## src/motor_pkg.sv

```systemverilog
// shared constants and types for the sine phase timing and protection block
package motor_pkg;

	// ==================== clock and timing
	localparam int          CLK_MHZ            = 50;
	localparam int          REFRESH_US         = 1500;
	localparam int          REFRESH_CYCLES_DFLT = REFRESH_US * CLK_MHZ;
	localparam int          ROT_WINDOW_MS      = 167;
	localparam int          ROT_WINDOW_DFLT    = ROT_WINDOW_MS * CLK_MHZ * 1000;
	localparam int          ONE_HZ_MS          = 1000;
	localparam int          ONE_HZ_DFLT        = ONE_HZ_MS * CLK_MHZ * 1000;

	// ==================== carrier and modulation
	localparam logic [8:0]  CARRIER_LAST       = 9'h1FF;
	localparam logic [8:0]  LAST_TICK_60       = 9'h03F;
	localparam logic [8:0]  LAST_TICK_360      = 9'h17F;
	localparam logic [25:0] TICKS_360          = 26'h0000180;
	localparam int          TICK_SHIFT_60      = 6;
	localparam logic [9:0]  CYCLE_TICKS        = 10'h180;
	localparam logic [9:0]  PHASE_120          = 10'h080;
	localparam logic [9:0]  PHASE_240          = 10'h100;
	localparam logic [8:0]  SINE_HALF          = 9'h0C0;
	localparam logic [21:0] SINE_PEAK_SQ       = 22'h002400;
	localparam logic [21:0] SINE_GAIN          = 22'h00007F;
	localparam logic [7:0]  SINE_MID           = 8'h80;

	// ==================== lead correction
	localparam logic [5:0]  LEAD_FIRST_STEP    = 6'h08;
	localparam logic [5:0]  LEAD_SAT_STEP      = 6'h27;
	localparam logic [8:0]  LEAD_MAX_TICKS     = 9'h020;

	// ==================== lock detection
	localparam logic [11:0] LOCK_DRIVE_COUNTS  = 12'h1F4;
	localparam logic [11:0] LOCK_STOP_COUNTS   = 12'hBB8;

	// ==================== register map
	localparam logic [7:0]  REG_CTRL           = 8'h00;
	localparam logic [7:0]  REG_STATUS         = 8'h04;
	localparam logic [7:0]  REG_SEG_PERIOD     = 8'h08;
	localparam logic [7:0]  REG_REV_PERIOD     = 8'h0C;
	localparam logic [7:0]  REG_LEAD           = 8'h10;
	localparam int          CTRL_MODE360_BIT   = 0;
	localparam int          CTRL_DIR_BIT       = 1;
	localparam int          CTRL_AMP_LSB       = 8;
	localparam logic [7:0]  AMP_RESET          = 8'h80;

	// ==================== drive sequencing
	typedef enum logic [1:0] {
		ST_WAIT,
		ST_REFRESH,
		ST_RUN,
		ST_LOCK_STOP
	} drive_state_t;

endpackage : motor_pkg

```

## src/sine_phase_timing_and_protection.sv

```systemverilog
// hall timed sine pwm generator with fault, lock and refresh sequencing
//
// Functional notes
// - lead level maps to 0..30 degree offset
// - 60 mode: edge to edge interval sets segment
// - segment split into 64 equal ticks
// - late edge: elapsing period times next segment
// - 60 mode restarts on every accepted hall edge
// - 360 mode: U falling period, 384 ticks
// - 360 mode restarts only on U falling
// - sine overcurrent blocks all six, carrier release
// - square overcurrent blocks highs only, carrier release
// - low fault input blocks, clears at carrier
// - high fault input blocks, clears at carrier
// - stop mode restart: command then refresh
// - rotating restart: command only, no refresh
// - counters and rotation pulse run during fault
// - invalid or open hall blocks all six gate outputs
// - sine drive ignores out of sequence hall
// - undervoltage blocks, then command and refresh
// - no rotation by drive end blocks commutation
// - lock: 500 drive, 3000 stop, refresh
// - two ordered edges within window mean rotating
// - low speed command resets lock state
// - open timer holds lock, grounded disables it
// - triangle carrier at clock over 512
// - square drive when slow or reversed
`timescale 1ns/1ps

module sine_phase_timing_and_protection #(
	parameter int unsigned REFRESH_CYCLES = motor_pkg::REFRESH_CYCLES_DFLT,
	parameter int unsigned ROT_WINDOW     = motor_pkg::ROT_WINDOW_DFLT,
	parameter int unsigned ONE_HZ_CYCLES  = motor_pkg::ONE_HZ_DFLT
) (
	// clock, reset, enable
	input  logic        hclk,
	input  logic        hresetn,
	input  logic        clk_en,
	// ahb-lite slave
	input  logic        hsel,
	input  logic [31:0] haddr,
	input  logic [1:0]  htrans,
	input  logic        hwrite,
	input  logic [2:0]  hsize,
	input  logic [31:0] hwdata,
	input  logic        hready,
	output logic        hreadyout,
	output logic        hresp,
	output logic [31:0] hrdata,
	// hall comparator levels
	input  logic        phase_u_hall,
	input  logic        phase_v_hall,
	input  logic        phase_w_hall,
	input  logic        hall_inputs_open,
	// protection and command
	input  logic        current_sense_input,
	input  logic        fault_stop_active_low,
	input  logic        fault_stop_active_high,
	input  logic        undervoltage,
	input  logic        speed_command_above,
	input  logic [5:0]  lead_correction_level,
	// lock timer
	input  logic        lock_timer_count,
	input  logic        lock_timer_cap_pin_open,
	input  logic        lock_timer_cap_pin_grounded,
	// gate drive
	output logic        u_high_side_out,
	output logic        v_high_side_out,
	output logic        w_high_side_out,
	output logic        u_low_side_out,
	output logic        v_low_side_out,
	output logic        w_low_side_out,
	output logic        rotation_pulse_out
);

	// ==================== derived counts
	localparam logic [25:0] ONE_HZ_C     = 26'(ONE_HZ_CYCLES);
	localparam logic [23:0] ROT_WIN_C    = 24'(ROT_WINDOW);
	localparam logic [16:0] REFRESH_LAST = 17'(REFRESH_CYCLES - 1);

	// ==================== state
	typedef struct packed {
		logic [2:0]                hall;
		logic [25:0]               seg_cnt;
		logic [25:0]               seg_len;
		logic [25:0]               rev_cnt;
		logic [25:0]               rev_len;
		logic [25:0]               tick_div;
		logic [8:0]                tick_idx;
		logic [8:0]                carrier;
		logic                      oc;
		logic                      fault;
		logic                      need_refresh;
		motor_pkg::drive_state_t   st;
		logic [16:0]               rest_cnt;
		logic [11:0]               lock_cnt;
		logic                      rotating;
		logic                      had_edge;
		logic                      dir_fwd;
		logic [23:0]               gap_cnt;
		logic [5:0]                lead;
		logic                      mode360;
		logic                      dir_rev;
		logic [7:0]                amp;
		logic                      wr_pend;
		logic [7:0]                wr_addr;
		logic [31:0]               hrdata;
		logic                      hreadyout;
		logic                      hresp;
		logic [2:0]                hi;
		logic [2:0]                lo;
		logic                      fg;
	} state_t;

	localparam state_t RESET_Q = '{
		st:        motor_pkg::ST_WAIT,
		amp:       motor_pkg::AMP_RESET,
		hreadyout: 1'b1,
		dir_fwd:   1'b1,
		default:   '0
	};

	state_t q;
	state_t n;

	// ==================== functions
	// forward hall order 100,110,010,011,001,101; 7 marks an illegal code
	function automatic logic [2:0] sector(input logic [2:0] h);
		case (h)
			3'h4:    return 3'h0;
			3'h6:    return 3'h1;
			3'h2:    return 3'h2;
			3'h3:    return 3'h3;
			3'h1:    return 3'h4;
			3'h5:    return 3'h5;
			default: return 3'h7;
		endcase
	endfunction : sector

	function automatic logic [2:0] next_sector(input logic [2:0] s);
		return (s == 3'h5) ? 3'h0 : 3'(s + 3'h1);
	endfunction : next_sector

	function automatic logic [8:0] wrap_phase(input logic [9:0] x);
		return (x >= motor_pkg::CYCLE_TICKS) ? 9'(x - motor_pkg::CYCLE_TICKS) : x[8:0];
	endfunction : wrap_phase

	function automatic logic [8:0] lead_ticks(input logic [5:0] step);
		if (step < motor_pkg::LEAD_FIRST_STEP)
			return 9'h000;
		if (step >= motor_pkg::LEAD_SAT_STEP)
			return motor_pkg::LEAD_MAX_TICKS;
		return 9'(step - 6'h07);
	endfunction : lead_ticks

	// parabolic half waves: cheap and close enough to a sine for fan drive
	function automatic logic [7:0] sine_level(input logic [8:0] ph, input logic [7:0] amp);
		logic        upper;
		logic [8:0]  x;
		logic [21:0] p;
		logic [6:0]  y;
		logic [14:0] ys;
		upper = (ph >= motor_pkg::SINE_HALF);
		x     = upper ? 9'(ph - motor_pkg::SINE_HALF) : ph;
		p     = 22'(x) * 22'(9'(motor_pkg::SINE_HALF - x));
		y     = 7'((p * motor_pkg::SINE_GAIN) / motor_pkg::SINE_PEAK_SQ);
		ys    = 15'(y) * 15'(amp);
		return upper ? 8'(motor_pkg::SINE_MID - 8'(ys >> 8))
		             : 8'(motor_pkg::SINE_MID + 8'(ys >> 8));
	endfunction : sine_level

	// {high u,v,w, low u,v,w} for 120 degree square drive
	function automatic logic [5:0] square_pattern(input logic [2:0] s, input logic rev);
		logic [5:0] pat;
		case (s)
			3'h0:    pat = 6'b100_010;
			3'h1:    pat = 6'b100_001;
			3'h2:    pat = 6'b010_001;
			3'h3:    pat = 6'b010_100;
			3'h4:    pat = 6'b001_100;
			3'h5:    pat = 6'b001_010;
			default: pat = 6'b000_000;
		endcase
		return rev ? {pat[2:0], pat[5:3]} : pat;
	endfunction : square_pattern

	// ==================== hall decode
	logic [2:0] hall_in;
	logic [2:0] s_in;
	logic [2:0] s_q;
	logic       adv_f;
	logic       adv_r;
	logic       hall_bad;
	logic       slow;
	logic       square_mode;
	logic       accept;
	logic       u_fall;
	logic       restart;

	assign hall_in     = {phase_u_hall, phase_v_hall, phase_w_hall};
	assign s_in        = sector(hall_in);
	assign s_q         = sector(q.hall);
	assign adv_f       = (s_q != 3'h7) && (s_in == next_sector(s_q));
	assign adv_r       = (s_in != 3'h7) && (s_q == next_sector(s_in));
	assign hall_bad    = (s_in == 3'h7) || hall_inputs_open;
	assign slow        = (q.rev_len >= ONE_HZ_C) || (q.rev_cnt >= ONE_HZ_C);
	assign square_mode = slow || (q.dir_fwd == q.dir_rev);
	// sine drive only takes a neighbouring code, so a glitch cannot jump sectors
	assign accept      = !hall_bad && (hall_in != q.hall)
	                     && (square_mode || adv_f || adv_r || (s_q == 3'h7));
	assign u_fall      = accept && q.hall[2] && !hall_in[2];
	assign restart     = q.mode360 ? u_fall : accept;

	// ==================== modulation timing
	logic [25:0] tick_len;
	logic [8:0]  last_tick;
	logic [8:0]  base;
	logic [8:0]  ph_u;
	logic [8:0]  ph_v;
	logic [8:0]  ph_w;
	logic [7:0]  carrier_tri;
	logic        boundary;

	assign tick_len  = q.mode360 ? (q.rev_len / motor_pkg::TICKS_360)
	                             : (q.seg_len >> motor_pkg::TICK_SHIFT_60);
	assign last_tick = q.mode360 ? motor_pkg::LAST_TICK_360 : motor_pkg::LAST_TICK_60;
	assign base      = q.mode360 ? q.tick_idx : 9'({s_q, 6'h00} + 9'(q.tick_idx));
	assign ph_u      = wrap_phase(10'(base) + 10'(lead_ticks(q.lead)));
	assign ph_v      = wrap_phase(10'(ph_u) + (q.dir_rev ? motor_pkg::PHASE_240
	                                                     : motor_pkg::PHASE_120));
	assign ph_w      = wrap_phase(10'(ph_u) + (q.dir_rev ? motor_pkg::PHASE_120
	                                                     : motor_pkg::PHASE_240));
	assign carrier_tri = q.carrier[8] ? ~q.carrier[7:0] : q.carrier[7:0];
	assign boundary  = (q.carrier == motor_pkg::CARRIER_LAST);

	// ==================== next state
	logic        fault_in;
	logic        block;
	logic [5:0]  pat;
	logic [31:0] rdata;
	logic        addr_ok;

	assign fault_in = !fault_stop_active_low || fault_stop_active_high;
	assign block    = hall_bad || q.fault || undervoltage;
	assign pat      = square_pattern(s_q, q.dir_rev);
	assign addr_ok  = hsel && hready && htrans[1];

	always_comb begin
		n     = q;
		rdata = 32'h00000000;

		// carrier and current limit
		n.carrier = 9'(q.carrier + 9'h001);
		n.oc      = current_sense_input || (q.oc && !boundary);
		n.fault   = fault_in || (q.fault && !boundary);
		n.lead    = lead_correction_level;
		n.fg      = q.hall[2];

		// interval measurement, saturating so a stall never wraps
		if (accept) begin
			n.hall     = hall_in;
			n.dir_fwd  = adv_f;
			n.seg_len  = q.seg_cnt;
			n.seg_cnt  = 26'h0000001;
		end else if (q.seg_cnt != 26'h3FFFFFF) begin
			n.seg_cnt  = 26'(q.seg_cnt + 26'h0000001);
		end
		if (u_fall) begin
			n.rev_len  = q.rev_cnt;
			n.rev_cnt  = 26'h0000001;
		end else if (q.rev_cnt != 26'h3FFFFFF) begin
			n.rev_cnt  = 26'(q.rev_cnt + 26'h0000001);
		end

		// tick generator; the index parks on its last tick until the edge comes
		if (restart) begin
			n.tick_div = 26'h0000000;
			n.tick_idx = 9'h000;
		end else if (26'(q.tick_div + 26'h0000001) >= tick_len) begin
			n.tick_div = 26'h0000000;
			if (q.tick_idx < last_tick)
				n.tick_idx = 9'(q.tick_idx + 9'h001);
		end else begin
			n.tick_div = 26'(q.tick_div + 26'h0000001);
		end

		// rotation detection
		if (accept) begin
			if (q.had_edge && (adv_f || adv_r) && (adv_f == q.dir_fwd)
			    && (q.gap_cnt < ROT_WIN_C))
				n.rotating = 1'b1;
			n.had_edge = 1'b1;
			n.gap_cnt  = 24'h000000;
		end else if (q.gap_cnt < ROT_WIN_C) begin
			n.gap_cnt  = 24'(q.gap_cnt + 24'h000001);
		end else begin
			n.rotating = 1'b0;
			n.had_edge = 1'b0;
		end

		// drive sequencing
		unique case (q.st)
			motor_pkg::ST_WAIT: begin
				n.rest_cnt = 17'h00000;
				if (speed_command_above && !q.fault && !undervoltage)
					n.st = (q.need_refresh || slow) ? motor_pkg::ST_REFRESH
					                                : motor_pkg::ST_RUN;
			end
			motor_pkg::ST_REFRESH: begin
				n.rest_cnt = 17'(q.rest_cnt + 17'h00001);
				if (q.rest_cnt == REFRESH_LAST) begin
					n.st           = motor_pkg::ST_RUN;
					n.need_refresh = 1'b0;
				end
			end
			motor_pkg::ST_RUN: begin
				if (q.rotating || lock_timer_cap_pin_grounded) begin
					n.lock_cnt = 12'h000;
				end else if (lock_timer_count) begin
					n.lock_cnt = 12'(q.lock_cnt + 12'h001);
					if (q.lock_cnt == 12'(motor_pkg::LOCK_DRIVE_COUNTS - 12'h001)) begin
						n.st       = motor_pkg::ST_LOCK_STOP;
						n.lock_cnt = 12'h000;
					end
				end
			end
			motor_pkg::ST_LOCK_STOP: begin
				if (lock_timer_count && !lock_timer_cap_pin_open) begin
					n.lock_cnt = 12'(q.lock_cnt + 12'h001);
					if (q.lock_cnt == 12'(motor_pkg::LOCK_STOP_COUNTS - 12'h001)) begin
						n.st       = motor_pkg::ST_REFRESH;
						n.lock_cnt = 12'h000;
						n.rest_cnt = 17'h00000;
					end
				end
			end
		endcase

		// lock state clears on a low command even while a fault or undervoltage holds
		if (!speed_command_above) begin
			n.lock_cnt     = 12'h000;
			n.rotating     = 1'b0;
			n.had_edge     = 1'b0;
		end

		// overriding conditions, strongest first
		if (undervoltage) begin
			n.st           = motor_pkg::ST_WAIT;
			n.need_refresh = 1'b1;
		end else if (q.fault || fault_in) begin
			n.st           = motor_pkg::ST_WAIT;
		end else if (!speed_command_above) begin
			n.st           = motor_pkg::ST_WAIT;
		end else if (lock_timer_cap_pin_open && q.st != motor_pkg::ST_WAIT) begin
			n.st           = motor_pkg::ST_LOCK_STOP;
		end

		// gate outputs
		n.hi = 3'b000;
		n.lo = 3'b000;
		if (block) begin
			n.hi = 3'b000;
			n.lo = 3'b000;
		end else if (q.st == motor_pkg::ST_REFRESH) begin
			n.lo = 3'b111;
		end else if (q.st == motor_pkg::ST_RUN) begin
			if (square_mode) begin
				n.hi = (q.oc || (q.amp <= carrier_tri)) ? 3'b000 : pat[5:3];
				n.lo = pat[2:0];
			end else if (!q.oc) begin
				n.hi = {sine_level(ph_u, q.amp) > carrier_tri,
				        sine_level(ph_v, q.amp) > carrier_tri,
				        sine_level(ph_w, q.amp) > carrier_tri};
				n.lo = ~n.hi;
			end
		end

		// bus: writes land in the data phase, reads are fetched in the address phase
		n.wr_pend = addr_ok && hwrite;
		n.wr_addr = haddr[7:0];
		if (q.wr_pend) begin
			case (q.wr_addr)
				motor_pkg::REG_CTRL: begin
					n.mode360 = hwdata[motor_pkg::CTRL_MODE360_BIT];
					n.dir_rev = hwdata[motor_pkg::CTRL_DIR_BIT];
					n.amp     = hwdata[motor_pkg::CTRL_AMP_LSB +: 8];
				end
				default: ;
			endcase
		end
		case (haddr[7:0])
			motor_pkg::REG_CTRL:
				rdata = {16'h0000, q.amp, 6'h00, q.dir_rev, q.mode360};
			motor_pkg::REG_STATUS:
				rdata = {22'h000000, q.dir_fwd, hall_bad, square_mode, slow,
				         q.rotating, q.fault, q.oc, q.need_refresh, q.st};
			motor_pkg::REG_SEG_PERIOD:
				rdata = {6'h00, q.seg_len};
			motor_pkg::REG_REV_PERIOD:
				rdata = {6'h00, q.rev_len};
			motor_pkg::REG_LEAD:
				rdata = {23'h000000, lead_ticks(q.lead)};
			default:
				rdata = 32'h00000000;
		endcase
		n.hrdata    = (addr_ok && !hwrite) ? rdata : 32'h00000000;
		n.hreadyout = 1'b1;
		n.hresp     = 1'b0;
	end

	// ==================== registers
	// the bus freezes with the enable too; masters must not start transfers then
	always_ff @(posedge hclk or negedge hresetn) begin
		if (!hresetn)
			q <= RESET_Q;
		else if (clk_en)
			q <= n;
	end

	assign hreadyout          = q.hreadyout;
	assign hresp              = q.hresp;
	assign hrdata             = q.hrdata;
	assign u_high_side_out    = q.hi[2];
	assign v_high_side_out    = q.hi[1];
	assign w_high_side_out    = q.hi[0];
	assign u_low_side_out     = q.lo[2];
	assign v_low_side_out     = q.lo[1];
	assign w_low_side_out     = q.lo[0];
	assign rotation_pulse_out = q.fg;
endmodule : sine_phase_timing_and_protection

```

## config.mk

```make
export PLATFORM = sky130hd
export DESIGN_NAME = sine_phase_timing_and_protection
export DESIGN_NICKNAME = d
export VERILOG_FILES = /design/src/motor_pkg.sv /design/src/sine_phase_timing_and_protection.sv
export SDC_FILE = /design/constraint.sdc
export NUM_CORES = 2
export LEC_CHECK = 0
export BUFFER_PORTS_ARGS = -buffer_cell sky130_fd_sc_hd__buf_2
export CORE_ASPECT_RATIO = 0.7
export CORE_MARGIN = 1.5
export CORE_UTILIZATION = 55
export CTS_CLUSTER_SIZE = 28
export DETAILED_ROUTE_END_ITERATION = 7
export GPL_TIMING_DRIVEN = 0
export PLACE_DENSITY = 0.72
export SLEW_MARGIN = 20
export SYNTH_ARGS = -nofsm -noshare
export SYNTH_HDL_FRONTEND = slang
export SYNTH_SLANG_ARGS = --single-unit
```

## constraint.sdc

```tcl
create_clock -name hclk -period 26.5 [get_ports hclk]
set_clock_uncertainty 0.1 [all_clocks]
set_input_delay 1.325 -clock hclk [delete_from_list [all_inputs] [get_ports hclk]]
set_output_delay 1.325 -clock hclk [all_outputs]
set_load 0.02 [all_outputs]
```

### Word level (Yosys, flattened, before mapping)

Cells that the tools add are included.

* register bits: 276
* memories kept: 0
* bits of input ports: 93
* bits in latches: 0
* ROM bits: 0
* output and inout port bits: 41
* memory bits (writable): 0

* divide/modulo/power cells: 4
* bitwise logic cells: 2
* shift-type cells: 0
* reduce and logical (&&, ||, !) cells: 69
* eq/ne operators: 54
* mux-type cells: 77
* order comparisons: 17
* multiply operators: 9
* add/sub/neg operators: 30

Operators with widths (count)
* $mux 9: 18
* $mux 26: 6
* $pmux 26 s5: 1
* $add 26x1->26 const B: 3
* $div 22x14->22 const B: 3
* $mul 18x7->22 const B: 3
* $mux 31: 2
* $mul 9x9->18: 3
* $ge 26x26->1 const B: 2
* $ne 26x26->1 const B: 2
* $pmux 17 s3: 1
* $mux 24: 2
* $mul 7x8->15: 3
* $ne 6x6->1 const B: 7
* $mux 12: 3
* $pmux 3 s6: 2
* $pmux 6 s6: 1
* $mux 35: 1
* $eq 3x3->1 const B: 11
* $mux 32: 1
* $mux 8: 4
* $add 9x9->10: 3
* $ge 10x9->1 const B: 3
* $mux 6: 5
* 60 further kinds: 172

### Depth between registers and ports, before layout

* depth after elaboration: 27
* depth in mapped cells: 114
* gate-level depth less buffers: 109

### Worst setup path after synthesis

OpenSTA, ideal clock, no wires.

* path kind: reg-to-reg
* start point: register q[60] in the netlist's numbering
* end point: register q, in the netlist w_low_side_out
* period minus slack after synthesis: 22553 ps
* cell stages (with the launch flop): 106
* path buffers: 3
* path slack: 3947 ps
* arrival: 22374 ps
* path through: dfrtp_1 > ha_1 > nand2_1 > nand3_1 > o21ai_0 > nand2_1 > inv_1 > ha_1 > a21o_1 > a21oi_1 > o21bai_1 > a21oi_1 > o21bai_1 > a21oi_1 > nor2b_1 > or2_2 > nor2_1 > a21oi_1 > (+70 left out) > or2_2 > xnor2_1 > ha_1 > nor2_1 > xor2_1 > xnor2_1 > ha_1 > o21a_1 > o21ai_0 > nand2b_1 > a21oi_1 > nor2_1 > a211oi_1 > a21oi_1 > o21ai_0 > o21a_1 > a21oi_1 > o2bb2ai_1

* longest elaborated chain between the ends: 27

RTL lines
* start: declaration: line sine_phase_timing_and_protection.sv:123 `state_t q;`
* start signal: assignment: line sine_phase_timing_and_protection.sv:417 `q <= n;`
* $ge 6x6->1: line sine_phase_timing_and_protection.sv:151 `if (step >= motor_pkg::LEAD_SAT_STEP)`
* $mux 1 (2 in series): line sine_phase_timing_and_protection.sv:151
* $mux 9: line sine_phase_timing_and_protection.sv:153 `return 9'(step - 6'h07);`
* $mux 9 *: line sine_phase_timing_and_protection.sv:151
* $add 9x9->10 *: line sine_phase_timing_and_protection.sv:228 `assign ph_u = wrap_phase(10'(base) + 10'(lead_ticks(q.lead)));`
* $sub 9x9->9 / $ge 10x9->1 (equally long branches): line sine_phase_timing_and_protection.sv:145 `return (x >= motor_pkg::CYCLE_TICKS) ? 9'(x - motor_pkg::CYCLE_TICKS) : x[8:0];`
* $mux 9 *: line sine_phase_timing_and_protection.sv:145
* $add 9x9->10 *: line sine_phase_timing_and_protection.sv:231 `assign ph_w = wrap_phase(10'(ph_u) + (q.dir_rev ? motor_pkg::PHASE_120`
* (+10 left out)
* $mux 8 *: line sine_phase_timing_and_protection.sv:168 `return upper ? 8'(motor_pkg::SINE_MID - 8'(ys >> 8))`
* $gt 8x8->1 *: line sine_phase_timing_and_protection.sv:373 `sine_level(ph_w, q.amp) > carrier_tri};`
* $not 3->3 *: line sine_phase_timing_and_protection.sv:374 `n.lo = ~n.hi;`
* $mux 6 *: line sine_phase_timing_and_protection.sv:370 `end else if (!q.oc) begin`
* $mux 6 *: line sine_phase_timing_and_protection.sv:367 `if (square_mode) begin`
* $mux 6 *: line sine_phase_timing_and_protection.sv:366 `end else if (q.st == motor_pkg::ST_RUN) begin`
* $mux 3 *: line sine_phase_timing_and_protection.sv:364 `end else if (q.st == motor_pkg::ST_REFRESH) begin`
* $mux 6 *: line sine_phase_timing_and_protection.sv:361 `if (block) begin`

Every way passes the cells marked *; elsewhere a longest branch is shown, timed or not. The select of a mux whose other input is x is not followed.
A chain may end at the register's enable or synchronous reset.

### Worst setup path after layout

* start point: register q[60] in the netlist's numbering
* end point: register q, in the netlist v_low_side_out

* longest elaborated chain between the ends: 27

RTL lines
* $ge 6x6->1: line sine_phase_timing_and_protection.sv:151
* $mux 1 (2 in series): line sine_phase_timing_and_protection.sv:151
* $mux 9: line sine_phase_timing_and_protection.sv:153
* $mux 9 *: line sine_phase_timing_and_protection.sv:151
* $add 9x9->10 *: line sine_phase_timing_and_protection.sv:228
* $sub 9x9->9 / $ge 10x9->1 (equally long branches): line sine_phase_timing_and_protection.sv:145
* $mux 9 *: line sine_phase_timing_and_protection.sv:145
* $add 9x9->10 *: line sine_phase_timing_and_protection.sv:229 `assign ph_v = wrap_phase(10'(ph_u) + (q.dir_rev ? motor_pkg::PHASE_240`
* (+10 left out)
* $mux 8 *: line sine_phase_timing_and_protection.sv:168
* $gt 8x8->1 *: line sine_phase_timing_and_protection.sv:372 `sine_level(ph_v, q.amp) > carrier_tri,`
* $not 3->3 *: line sine_phase_timing_and_protection.sv:374
* $mux 6 *: line sine_phase_timing_and_protection.sv:370
* $mux 6 *: line sine_phase_timing_and_protection.sv:367
* $mux 6 *: line sine_phase_timing_and_protection.sv:366
* $mux 3 *: line sine_phase_timing_and_protection.sv:364
* $mux 6 *: line sine_phase_timing_and_protection.sv:361

Marked as above.

==> summary.txt <==
Run status
  • Status: completed

Critical path
  • CP Launch Type: register
  • Largest stage delay, worst path: 560 ps
  • Crit path DAT: 25350 ps
  • Worst path top cell family by delay: adder cells
  • CP required: about 27000 ps
  • CP bufs+invs: 9
  • CP Launch Point: q[60]
  • Critical path's slowest cell: fa_1
  • Top cell by count, worst path: fa_1
  • CP Max Fanout: 8
  • CP Class: register to register
  • Worst r2r src: q[60]
  • Setup crit end kind: register

Floorplanning
  • Die X: 322 um
  • Die height: 226 um
  • Core area: 0.0701 mm^2
  • Die Area: 0.0729 mm^2
  • Starting density of the core: 55.9%
  • I/O pins: between 100 and 150
  • Site row count: 81

Clocking
  • CTS Buf Count: 25
  • CTS tree: done
  • Worst skew pair latency: 580 ps
  • Clock-pin slew of the registers on the worst-case setup and hold paths: approximately 70 ps
  • Worst-case clock buffer depth: 3
  • Clk sink count: 270
  • Clock Root Buffer: clkbuf_16
  • Post-CTS Hold Buffers: 0
  • H-tree depth: 1

Global routing
  • Number of global-route vias before repair: roughly 31000
  • First-pass GRT wire length: 166 mm
  • Antenna violations before repair: 0
  • Largest net degree at the start of global routing: 92
  • Total gr overflow: 0
  • GRT Util Overall: between 20% and 30%

Layout
  • Biggest register: q
  • Share of layout cells above drive strength 1: 8.04%
  • Leading cell types in the layout, fill and taps excluded: inv_1, fa_1, nand2_1
  • Antenna Cells: 0
  • Most common cell after layout, fill and taps aside: inv_1
  • Post-Layout Cell Count: 5594
  • Area Overhead vs Synth: 7.11%
  • Max FFs per register: around 240
  • Nets: roughly 5500

Logic synthesis
  • Top post-synthesis cells by area: fa_1, dfrtp_1, ha_1
  • Post-synth top area share: 19.3%
  • Asr flop ratio synth: 100%
  • Mapped Area: 0.0392 mm^2
  • Synth Register Bits: 270
  • Distinct cells, synth: 116
  • Sequential fraction of the synthesis area: 17.2%
  • Post-synth top flop: dfrtp_1
  • Ys Warns: 0
  • Synth Instances: 4501
  • Area leader, netlist: fa_1
  • Mean Syn Cell Area: 8.71 um^2
  • EDFF count, synth: 0

STA
  • Fin crit period: 24970 ps
  • Maximum operating frequency: 40.0 MHz
  • RSZ-0062 raised after global routing: no
  • Final hold vios: 0
  • Worst slew pin tran: 1050 ps
  • Setup_tns: 0 ps
  • Fin. max-slew vios: 0
  • Worst setup margin: 1530 ps
  • Slew headroom: 30.0%
  • Final Setup Violations: 0
  • Final worst path period share: 94.2%

Flow run
  • Max-Cap Viols: 0

Placed design
  • HPWL after DPL: 83.4 mm
  • Gp weighted congestion: between 0.9 and 1
  • DP Cell Count: 5542
  • Pre-CTS WS: roughly 860 ps
  • IO buf count: between 70 and 80

Route
  • Vias: 32900
  • Drt wl/cell: 18.3 um
  • Initial DRC Count: 3095
  • Post-DRT Antenna Nets: 0
  • Vias/cell: between 5 and 6
  • WL final: ~100 mm
  • First-pass DRT Iterations: 5
  • # DRC: 0

Worst hold path
  • Hold path startpoint: hrdata[13]
  • Worst Hold Class: register to register
==> final timing paths <==
path	end	slack, ps	cells past startpoint
setup / recovery	v_low_side_out	1530	99
hold / removal	hrdata[13]	380	1
setup reg to reg	v_low_side_out	1530	99
hold reg to reg	hrdata[13]	380	1
max in group asynchronous	q[71]	24250	4
min in group asynchronous	q[54]	490	1
==> what timing repair did <==
item,4_1_cts,5_1_grt
setup buffers,0,9
gates resized for setup,0,47
endpoints found under the hold margin,0,0
endpoints found under the setup margin,0,4
==> cell families after synthesis <==
logic type / after synthesis / synth area share [%]
fa+ha+maj: 743 / 30.9
buf+inv: 720 / 7.26
other cells: 2 / 0.0192
mux: 140 / 3.83
flops: 270 / 17.2
simple gates: 1394 / 17.6
xor+xnor: 293 / 6.62
compound gates: 939 / 16.5
==> cells in the mapped netlist, types with 8 or more instances <==
| cell | count |
|---|---|
| o21a_1 | 33 |
| xnor2_1 | 166 |
| a31oi_1 | 48 |
| nand4_1 | 49 |
| a221oi_1 | 13 |
| buf_4 | 34 |
| o2bb2ai_1 | 51 |
| nor3_1 | 63 |
| o21ai_0 | 166 |
| dfrtp_1 | 268 |
| o31ai_1 | 25 |
| a221o_1 | 9 |
| a21oi_1 | 207 |
| buf_1 | 10 |
| nor3b_1 | 10 |
| or3_1 | 43 |
| mux2i_1 | 59 |
| o211a_1 | 10 |
| nand3b_1 | 16 |
| xor2_1 | 125 |
| nand2_1 | 371 |
| mux2_2 | 81 |
| inv_1 | 528 |
| and3_1 | 61 |
| nand2b_1 | 94 |
| ha_1 | 361 |
| o21bai_1 | 43 |
| a22oi_1 | 13 |
| nor2_1 | 318 |
| nor4_1 | 27 |
| o22ai_1 | 17 |
| nand3_1 | 131 |
| clkbuf_1 | 137 |
| nor2b_1 | 53 |
| o211ai_1 | 30 |
| a211o_1 | 16 |
| and2_1 | 69 |
| fa_1 | 378 |
| or4_1 | 14 |
| a21o_1 | 64 |
| a2111oi_0 | 8 |
| o21ai_1 | 20 |
| or2_2 | 38 |
| a211oi_1 | 38 |
==> layer usage <==
layer  routed length, um  global-route usage [%]  up-vias
met4                1400                    3.68        0
met3                9190                    6.27      107
met1               50700                    44.6    16000
li1                    -                       -    15700
met5                   0                       0        -
met2               41200                    39.8     1184
==> area by class of cell <==
class                      instances  area (um^2)
sequential                       270         6760
buffer                           186          841
clock buffer                      39          748
timing repair buffer              84          523
multi-input combinational       3523        29900
inverter                         533         2000
tap                              954         1190
clock inverter                     5         43.8
fill                            6284        28200
==> stage by stage <==
stage	hold slack, ps	cell area [um^2]	util, %
finish	385	42000	59.9
global route	402	42000	59.9
CTS	391	41700	59.5
detailed placement	375	40900	58.4
global placement	373	40800	58.2
floorplan	351	39200	-
Power is left out: the tool's default activity adds up to more than one toggle a clock period on the data nets, which glitch-free logic cannot reach.
